### src/design/cidbm_pkg.sv
/*
  Constants and types of the extended identifier buffer map.
  Assumes byte addresses on a 32-bit Avalon-MM bus, one register a word.
*/
`default_nettype none

package cidbm_pkg;

  // ----------------------------------------------------------------
  // Register map (byte addresses)
  // ----------------------------------------------------------------
  localparam int unsigned ADDR_W = 8;
  localparam logic [7:0] TX_BASE = 8'h00;
  localparam logic [7:0] RX_BASE = 8'h10;
  localparam logic [7:0] CTRL_ADDR = 8'h20;
  localparam logic [7:0] WORD_STEP = 8'h04;
  localparam int unsigned NUM_BYTES = 4;

  // ----------------------------------------------------------------
  // Field positions
  // ----------------------------------------------------------------
  localparam int unsigned SRR_BIT = 4;
  localparam int unsigned IDE_BIT = 3;
  localparam int unsigned EXT_RTR_BIT = 0;
  localparam int unsigned STD_RTR_BIT = 4;
  localparam int unsigned CTL_TXE_BIT = 0;
  localparam int unsigned CTL_RXF_BIT = 1;
  localparam int unsigned CTL_SEL_BIT = 2;

  // ----------------------------------------------------------------
  // Reset values and counts
  // ----------------------------------------------------------------
  localparam logic TXE_RST = 1'b1;
  localparam logic RXF_RST = 1'b0;
  localparam logic SEL_RST = 1'b0;
  localparam int unsigned ID_W = 29;
  localparam int unsigned STD_ID_W = 11;
  localparam logic [5:0] EXT_BITS = 6'h20;
  localparam logic [5:0] STD_BITS = 6'h0d;

  // ----------------------------------------------------------------
  // Types
  // ----------------------------------------------------------------
  typedef struct packed {
    logic [28:0] id;
    logic srr;
    logic ide;
    logic rtr;
  } cidbm_rx_frame_s;

  typedef enum logic [0:0] {
    CIDBM_IDLE = 1'b0,
    CIDBM_SHIFT = 1'b1
  } cidbm_tx_state_e;

endpackage : cidbm_pkg

`default_nettype wire

### src/design/cidbm_buffer_map.sv
/*
  One transmit and one receive identifier buffer with extended mapping,
  an Avalon-MM slave for software, a bit serialiser towards the protocol
  engine and a priority compare against the identifier on the bus.
  Assumes the engine presents received frames with a one-cycle strobe
  and takes serial bits with a valid/ready handshake.
*/
// The address map and register access over Avalon-MM were left to the implementer.
`timescale 1ns/1ps
`default_nettype none

module cidbm_buffer_map (
  // Clock and reset
  input wire logic sys_clk,
  input wire logic resetn,
  // Avalon-MM slave
  input wire logic [7:0] avs_address,
  input wire logic avs_read,
  input wire logic avs_write,
  input wire logic [3:0] avs_byteenable,
  input wire logic [31:0] avs_writedata,
  output logic [31:0] avs_readdata,
  output logic avs_waitrequest,
  // Serial transmit towards the engine
  output logic tx_bit,
  output logic tx_valid,
  input wire logic tx_ready,
  // Arbitration compare
  input wire logic [28:0] arb_id,
  output logic tx_wins,
  // Received frame from the engine
  input wire logic rx_store,
  input wire cidbm_pkg::cidbm_rx_frame_s rx_frame
);

  // ----------------------------------------------------------------
  // Helpers
  // ----------------------------------------------------------------
  function automatic logic [28:0] ext_id(input logic [7:0] b0,
                                         input logic [7:0] b1,
                                         input logic [7:0] b2,
                                         input logic [7:0] b3);
    ext_id = {b0, b1[7:5], b1[2:0], b2, b3[7:1]};
  endfunction : ext_id

  logic [7:0] tx_byte [cidbm_pkg::NUM_BYTES];
  logic [7:0] rx_byte [cidbm_pkg::NUM_BYTES];
  logic ack_reg;
  logic [31:0] rdata_reg;
  logic tx_empty_reg;
  logic rx_full_reg;
  logic sel_reg;
  cidbm_pkg::cidbm_tx_state_e state_reg;
  logic [31:0] shift_reg;
  logic [5:0] cnt_reg;
  logic [7:0] rd_byte;
  logic req;
  logic wr_en;
  logic ctrl_wr;
  logic tx_wr;
  logic tx_start;
  logic rxf_clr;
  logic rx_take;
  logic tx_ext;
  logic last_bit;
  logic [28:0] tx_id;
  logic [28:0] cur_id;

  // ----------------------------------------------------------------
  // Bus slave
  // ----------------------------------------------------------------
  // Every access waits exactly one cycle; read data is registered then.
  assign req = avs_read | avs_write;
  assign avs_waitrequest = req & ~ack_reg;
  assign avs_readdata = rdata_reg;
  assign wr_en = avs_write & ack_reg & avs_byteenable[0];
  assign ctrl_wr = wr_en & (avs_address == cidbm_pkg::CTRL_ADDR);
  assign tx_wr = wr_en & tx_empty_reg & sel_reg;

  always_ff @(posedge sys_clk or negedge resetn) begin
    if (!resetn) begin
      ack_reg <= 1'b0;
    end else begin
      ack_reg <= req & ~ack_reg;
    end
  end

  always_comb begin
    rd_byte = 8'h00;
    for (int i = 0; i < cidbm_pkg::NUM_BYTES; i++) begin
      if (avs_address == cidbm_pkg::TX_BASE +
          8'(i * cidbm_pkg::WORD_STEP)) begin
        rd_byte = tx_byte[i];
      end
      if (avs_address == cidbm_pkg::RX_BASE +
          8'(i * cidbm_pkg::WORD_STEP)) begin
        rd_byte = rx_byte[i];
      end
    end
    if (avs_address == cidbm_pkg::CTRL_ADDR) begin
      rd_byte = {5'h00, sel_reg, rx_full_reg, tx_empty_reg};
    end
  end

  always_ff @(posedge sys_clk or negedge resetn) begin
    if (!resetn) begin
      rdata_reg <= 32'h0000_0000;
    end else if (avs_read && !ack_reg) begin
      rdata_reg <= {24'h00_0000, rd_byte};
    end
  end

  // ----------------------------------------------------------------
  // Control and status flags
  // ----------------------------------------------------------------
  assign tx_start = ctrl_wr & avs_writedata[cidbm_pkg::CTL_TXE_BIT] &
                    tx_empty_reg;
  assign rxf_clr = ctrl_wr & avs_writedata[cidbm_pkg::CTL_RXF_BIT];
  // A frame may land in the same cycle that software frees the buffer.
  assign rx_take = rx_store & (~rx_full_reg | rxf_clr);

  always_ff @(posedge sys_clk or negedge resetn) begin
    if (!resetn) begin
      sel_reg <= cidbm_pkg::SEL_RST;
    end else if (ctrl_wr) begin
      sel_reg <= avs_writedata[cidbm_pkg::CTL_SEL_BIT];
    end
  end

  always_ff @(posedge sys_clk or negedge resetn) begin
    if (!resetn) begin
      tx_empty_reg <= cidbm_pkg::TXE_RST;
    end else if (last_bit) begin
      tx_empty_reg <= 1'b1;
    end else if (tx_start) begin
      tx_empty_reg <= 1'b0;
    end
  end

  // Set wins over a clear in the same cycle.
  always_ff @(posedge sys_clk or negedge resetn) begin
    if (!resetn) begin
      rx_full_reg <= cidbm_pkg::RXF_RST;
    end else if (rx_take) begin
      rx_full_reg <= 1'b1;
    end else if (rxf_clr) begin
      rx_full_reg <= 1'b0;
    end
  end

  // ----------------------------------------------------------------
  // Identifier storage
  // ----------------------------------------------------------------
  // No reset: contents are undefined until written, as in RAM.
  genvar g;
  generate
    for (g = 0; g < cidbm_pkg::NUM_BYTES; g++) begin : g_tx
      always_ff @(posedge sys_clk) begin
        if (tx_wr && avs_address == cidbm_pkg::TX_BASE +
            8'(g * cidbm_pkg::WORD_STEP)) begin
          tx_byte[g] <= avs_writedata[7:0];
        end
      end
    end
  endgenerate

  // Writes to receive addresses fall through unused.
  always_ff @(posedge sys_clk) begin
    if (rx_take) begin
      if (rx_frame.ide) begin
        rx_byte[0] <= rx_frame.id[28:21];
        rx_byte[1] <= {rx_frame.id[20:18], rx_frame.srr,
                       rx_frame.ide, rx_frame.id[17:15]};
        rx_byte[2] <= rx_frame.id[14:7];
        rx_byte[3] <= {rx_frame.id[6:0], rx_frame.rtr};
      end else begin
        rx_byte[0] <= rx_frame.id[10:3];
        rx_byte[1] <= {rx_frame.id[2:0], rx_frame.rtr,
                       rx_frame.ide, 3'h0};
      end
    end
  end

  // ----------------------------------------------------------------
  // Serialiser
  // ----------------------------------------------------------------
  assign tx_ext = tx_byte[1][cidbm_pkg::IDE_BIT];
  assign tx_id = ext_id(tx_byte[0], tx_byte[1], tx_byte[2], tx_byte[3]);
  assign tx_valid = (state_reg == cidbm_pkg::CIDBM_SHIFT);
  assign tx_bit = shift_reg[31];
  assign last_bit = tx_valid & tx_ready & (cnt_reg == 6'h01);

  always_ff @(posedge sys_clk or negedge resetn) begin
    if (!resetn) begin
      state_reg <= cidbm_pkg::CIDBM_IDLE;
    end else begin
      case (state_reg)
        cidbm_pkg::CIDBM_IDLE: begin
          if (tx_start) begin
            state_reg <= cidbm_pkg::CIDBM_SHIFT;
          end
        end
        cidbm_pkg::CIDBM_SHIFT: begin
          if (last_bit) begin
            state_reg <= cidbm_pkg::CIDBM_IDLE;
          end
        end
        default: begin
          state_reg <= cidbm_pkg::CIDBM_IDLE;
        end
      endcase
    end
  end

  // Substitute bit goes out recessive whatever software wrote.
  always_ff @(posedge sys_clk or negedge resetn) begin
    if (!resetn) begin
      shift_reg <= 32'h0000_0000;
      cnt_reg <= 6'h00;
    end else if (tx_start) begin
      if (tx_ext) begin
        shift_reg <= {tx_id[28:18], 1'b1, 1'b1,
                      tx_id[17:0], tx_byte[3][0]};
        cnt_reg <= cidbm_pkg::EXT_BITS;
      end else begin
        shift_reg <= {tx_byte[0], tx_byte[1][7:5],
                      tx_byte[1][cidbm_pkg::STD_RTR_BIT], 1'b0, 19'h0};
        cnt_reg <= cidbm_pkg::STD_BITS;
      end
    end else if (tx_valid && tx_ready) begin
      shift_reg <= {shift_reg[30:0], 1'b0};
      cnt_reg <= cnt_reg - 6'h01;
    end
  end

  // ----------------------------------------------------------------
  // Arbitration compare
  // ----------------------------------------------------------------
  // Standard identifiers sit in the top eleven bits for comparison.
  assign cur_id = tx_ext ? tx_id : {tx_byte[0], tx_byte[1][7:5], 18'h0};
  assign tx_wins = tx_valid & (cur_id < arb_id);

  // ----------------------------------------------------------------
  // Assertions
  // ----------------------------------------------------------------
  property p_wait_one;
    @(posedge sys_clk) disable iff (!resetn)
    (req && avs_waitrequest) |=> !avs_waitrequest;
  endproperty
  a_wait_one: assert property (p_wait_one)
    else $error("waitrequest held more than one cycle");

  property p_rx_id;
    @(posedge sys_clk) disable iff (!resetn)
    (rx_take && rx_frame.ide) |=>
      ext_id(rx_byte[0], rx_byte[1], rx_byte[2], rx_byte[3])
        == $past(rx_frame.id);
  endproperty
  a_rx_id: assert property (p_rx_id)
    else $error("received identifier mapped wrongly");

  property p_rx_srr;
    @(posedge sys_clk) disable iff (!resetn)
    (rx_take && rx_frame.ide) |=>
      rx_byte[1][cidbm_pkg::SRR_BIT] == $past(rx_frame.srr);
  endproperty
  a_rx_srr: assert property (p_rx_srr)
    else $error("substitute bit not stored as received");

  property p_rx_ide;
    @(posedge sys_clk) disable iff (!resetn)
    rx_take |=> rx_byte[1][cidbm_pkg::IDE_BIT] == $past(rx_frame.ide);
  endproperty
  a_rx_ide: assert property (p_rx_ide)
    else $error("format bit not stored as received");

  property p_rx_rtr;
    @(posedge sys_clk) disable iff (!resetn)
    (rx_take && rx_frame.ide) |=>
      rx_byte[3][cidbm_pkg::EXT_RTR_BIT] == $past(rx_frame.rtr);
  endproperty
  a_rx_rtr: assert property (p_rx_rtr)
    else $error("remote bit not stored in bit 0");

  property p_msb_first;
    @(posedge sys_clk) disable iff (!resetn)
    tx_start |=> tx_valid && tx_bit == $past(tx_byte[0][7]);
  endproperty
  a_msb_first: assert property (p_msb_first)
    else $error("first bit is not the top identifier bit");

  property p_format_len;
    @(posedge sys_clk) disable iff (!resetn)
    tx_start |=> cnt_reg == ($past(tx_ext) ?
      cidbm_pkg::EXT_BITS : cidbm_pkg::STD_BITS);
  endproperty
  a_format_len: assert property (p_format_len)
    else $error("frame length does not follow format bit");

  // Remote bit is last of an extended frame, next to last of a standard one.
  property p_tx_rtr;
    @(posedge sys_clk) disable iff (!resetn)
    (tx_valid && cnt_reg == (tx_ext ? 6'h01 : 6'h02)) |->
      tx_bit == (tx_ext ? tx_byte[3][cidbm_pkg::EXT_RTR_BIT] :
      tx_byte[1][cidbm_pkg::STD_RTR_BIT]);
  endproperty
  a_tx_rtr: assert property (p_tx_rtr)
    else $error("sent remote bit differs from programmed");

  // Counted by bits left, so a slow engine does not shift the check.
  property p_ext_flags;
    @(posedge sys_clk) disable iff (!resetn)
    (tx_valid && tx_ext && (cnt_reg == 6'h15 || cnt_reg == 6'h14)) |->
      tx_bit;
  endproperty
  a_ext_flags: assert property (p_ext_flags)
    else $error("substitute or format bit not recessive");

  property p_prio;
    @(posedge sys_clk) disable iff (!resetn)
    (arb_id == 29'h0000_0000) |-> !tx_wins;
  endproperty
  a_prio: assert property (p_prio)
    else $error("zero identifier lost arbitration");

  property p_no_write_busy;
    @(posedge sys_clk) disable iff (!resetn)
    !tx_empty_reg |=> $stable(tx_id);
  endproperty
  a_no_write_busy: assert property (p_no_write_busy)
    else $error("transmit identifier changed while busy");

endmodule : cidbm_buffer_map

`default_nettype wire

### config.mk
export PLATFORM = sky130hd
export DESIGN_NAME = cidbm_buffer_map
export DESIGN_NICKNAME = d
export VERILOG_FILES = /design/src/design/cidbm_pkg.sv /design/src/design/cidbm_buffer_map.sv
export SDC_FILE = /design/constraint.sdc
export NUM_CORES = 1
export LEC_CHECK = 0
export ABC_AREA = 1
export BUFFER_PORTS_ARGS = -buffer_cell sky130_fd_sc_hd__buf_4
export CORE_ASPECT_RATIO = 0.7
export CORE_MARGIN = 2
export CORE_UTILIZATION = 52
export DETAILED_ROUTE_END_ITERATION = 8
export PLACE_DENSITY = 0.77
export SYNTH_ARGS = -nofsm -noshare
export SYNTH_HDL_FRONTEND = slang
export SYNTH_SLANG_ARGS = --single-unit
export TNS_END_PERCENT = 30
### constraint.sdc
create_clock -name sys_clk -period 4.9 [get_ports sys_clk]
set_input_delay 0.98 -clock sys_clk [delete_from_list [all_inputs] [get_ports sys_clk]]
set_output_delay 0.98 -clock sys_clk [all_outputs]
set_load 0.1 [all_outputs]
==> key figures <==
Critical path
  • R2r setup slk: 2.72 ns
  • Critical Path Fanout Max: 21
  • Critical Path Start Type: flop
  • Critical path class: flop to output port
  • CP Capture Type: output port
  • Crit path DAT: just under 3 ns
  • Req. time, crit path: between 3 and 4 ns

Routing
  • WL final: 16100 um
  • Via-per-instance ratio: ~5.4
  • Avg WL per Cell: 16.5 um
  • DRT Pass-1 Iters: 5
  • Via count: ~5200
  • Initial DRC Count: 601
  • Drt drc: 0
  • Routed Antenna Nets: 0

Timing
  • Max frequency: 253 MHz
  • RSZ-0062 raised after global routing: false
  • Hold Vio Cnt, Final: 0
  • Tmin final: roughly 4.0 ns
  • Worst-Margin Slew: 1.11 ns
  • Final Slew Violations: 0
  • Slew HR: 25.5%
  • Setup ws final: 0.948 ns
  • Final Cycle Share: 80.6%
  • Worst hold slack: between 0.4 and 0.5 ns
  • Final setup vio count: 0
  • Layout Skew: 0.0125 ns
  • Setup_tns: 0 ns

Place
  • Gp weighted congestion: roughly 0.85
  • Post-DP HPWL: approximately 12000 um
  • Area after DPL: roughly 7100 um2
  • Dpl cells: 942
  • Pre-CTS WS: 1.29 ns
  • PortBufs: 95

Clocking
  • Root Buffer: clkbuf_16
  • Cts hold-fix bufs: 0
  • Num CTS Buffers: 17
  • CTS tree: built
  • Worst-case clock buffer depth: 2
  • Worst-path clk slew: around 0.060 ns
  • Post-CTS Setup Inserts: 0
  • Post-CTS Resized: 0
  • H-tree level count: 4
  • Clock Latency Late Sink: 0.41 ns
  • CTS Sinks: 115

Floorplanning
  • Die ar.: 13300 um2
  • FP Rows: 33
  • Total core area: 11900 um2
  • Starting Density: a little over half
  • Die width: 137 um
  • Chip Height: 96.9 um
  • Num ports: 147

Yosys
  • Seq/Total Area, Yosys: 49.4%
  • Share of synthesized flip-flops with an asynchronous set or reset: 44.3%
  • Synth Register Bits: roughly 120
  • EDFF count, synth: 61
  • Synthesized area: 6410 um2
  • Post-synth top area share: around 29%
  • Mapped Cells: 707
  • Cell taking the most area after synthesis: edfxtp_1
  • Yosys warning count: 0
  • Synth unique cells: 41
  • Cell with the most instances after synthesis: nand2_1
  • Mapped Avg Cell Area: about 9 um2
  • Area contributors post-synth: edfxtp_1 (29%), dfrtp_1 (20%), nand2_1 (12%)
  • Most used DFF post-synth: edfxtp_1
  • Synth top cells by count: nand2_1 (203), inv_1 (86), edfxtp_1 (61), nand3_1 (58), dfrtp_1 (50)

Final layout
  • Area grow syn2layout: 19.9%
  • Post-layout util: 64.9%
  • Post-route cell area: 7690 um2
  • Share of cells above drive strength 1: 22.3%
  • Antenna fix cells: 0
  • Fin cells: 974
  • Post-layout nets: around 950

Global routing
  • First-pass GRT wire length: between 20000 and 30000 um
  • Largest net degree at the start of global routing: 52
  • Grt ovf: 0
  • Initial antenna violation count: 0
  • Total Routing Usage GR: 25.3%
  • Vias in the first global route: 5046

Power
  • Leak pwr: 3.84 nW
  • Peak VDD IR: 0.000288 V
  • Power Total: 2.90 mW
  • Pwr/cell area: 378 nW/um2

Run status
  • Status: complete, no violations

Hold path
  • Worst Hold Class: flop to flop

Flow run
  • Max_cap viols: 0
==> cell type report <==
cell class / instances / area, um2
inverter: 94 / 357
fill: 915 / 4160
clock buffer: 21 / 450
sequential: 115 / 3170
multi-input combinational: 479 / 2650
tap: 157 / 196
timing repair buffer: 97 / 728
clock inverter: 11 / 135
==> routing by layer <==
layer / share of wire (%) / wire length (um) / track usage (%)
met5: 0 / 0 / 0
met4: 1.1 / 178 / 5.77
met3: 9.6 / 1540 / 7.39
met2: 46 / 7320 / 37.2
met1: 44 / 7020 / 36.9
==> final timing paths <==
path | to | startpoint | cells after the start
setup reg to reg | tx_byte[0][2] | tx_empty_reg | 4
max in group asynchronous | avs_readdata[7] | resetn | 1
setup / recovery | tx_wins | tx_byte[1][3] | 11
hold / removal | ack_reg | ack_reg | 1
min in group asynchronous | shift_reg[28] | resetn | 1
hold reg to reg | ack_reg | ack_reg | 1
==> cell usage in the layout, fill, tap and decap left out, types with 6 or more instances in the layout <==
cell type / synthesis / final
inv_1: 86 / 86
nand4_1: 11 / 11
clkbuf_16: 0 / 17
o21ai_0: 16 / 16
ha_1: 30 / 30
o211ai_2: 18 / 18
edfxtp_1: 61 / 61
a21oi_1: 21 / 21
nand3_1: 58 / 58
buf_4: 27 / 97
dfrtp_1: 50 / 50
nand3_2: 19 / 19
nand2_1: 203 / 203
nor2_1: 41 / 41
conb_1: 1 / 24
clkinv_1: 4 / 6
==> worst max-delay path: stages (launching register included) <==
cell      delay (ns)
edfxtp_1        0.75
nand2_1         0.24
inv_1           0.12
ha_1            0.25
a21oi_1         0.17
o21ai_0         0.10
o21ai_0         0.26
nand2_1         0.16
nand2_1         0.08
nand2_1         0.05
nor2_1          0.09
buf_4           0.29
==> kinds of logic (layout without fill, tap and decap cells) <==
logic type | Yosys count | after routing | share of synthesized area, %
and+or+nand+nor | 350 | 350 | 25.3
buffers and inverters | 136 | 223 | 10.6
DFF | 115 | 115 | 49.4
AOI/OAI and AO/OA | 71 | 71 | 8.21
adders and majority gates | 30 | 30 | 5.85
xor gates and xnor gates | 4 | 4 | 0.546
other | 1 | 24 | 0.0585
==> report_power, final <==
group	leakage [nW]	switching, mW	internal, mW
Combinational	2.29	0.391	0.150
Clock	0.290	0.433	0.806
Sequential	1.26	0.0416	1.08
Total	3.84	0.866	2.04
No activity file was read; power rests on OpenSTA's default activity.
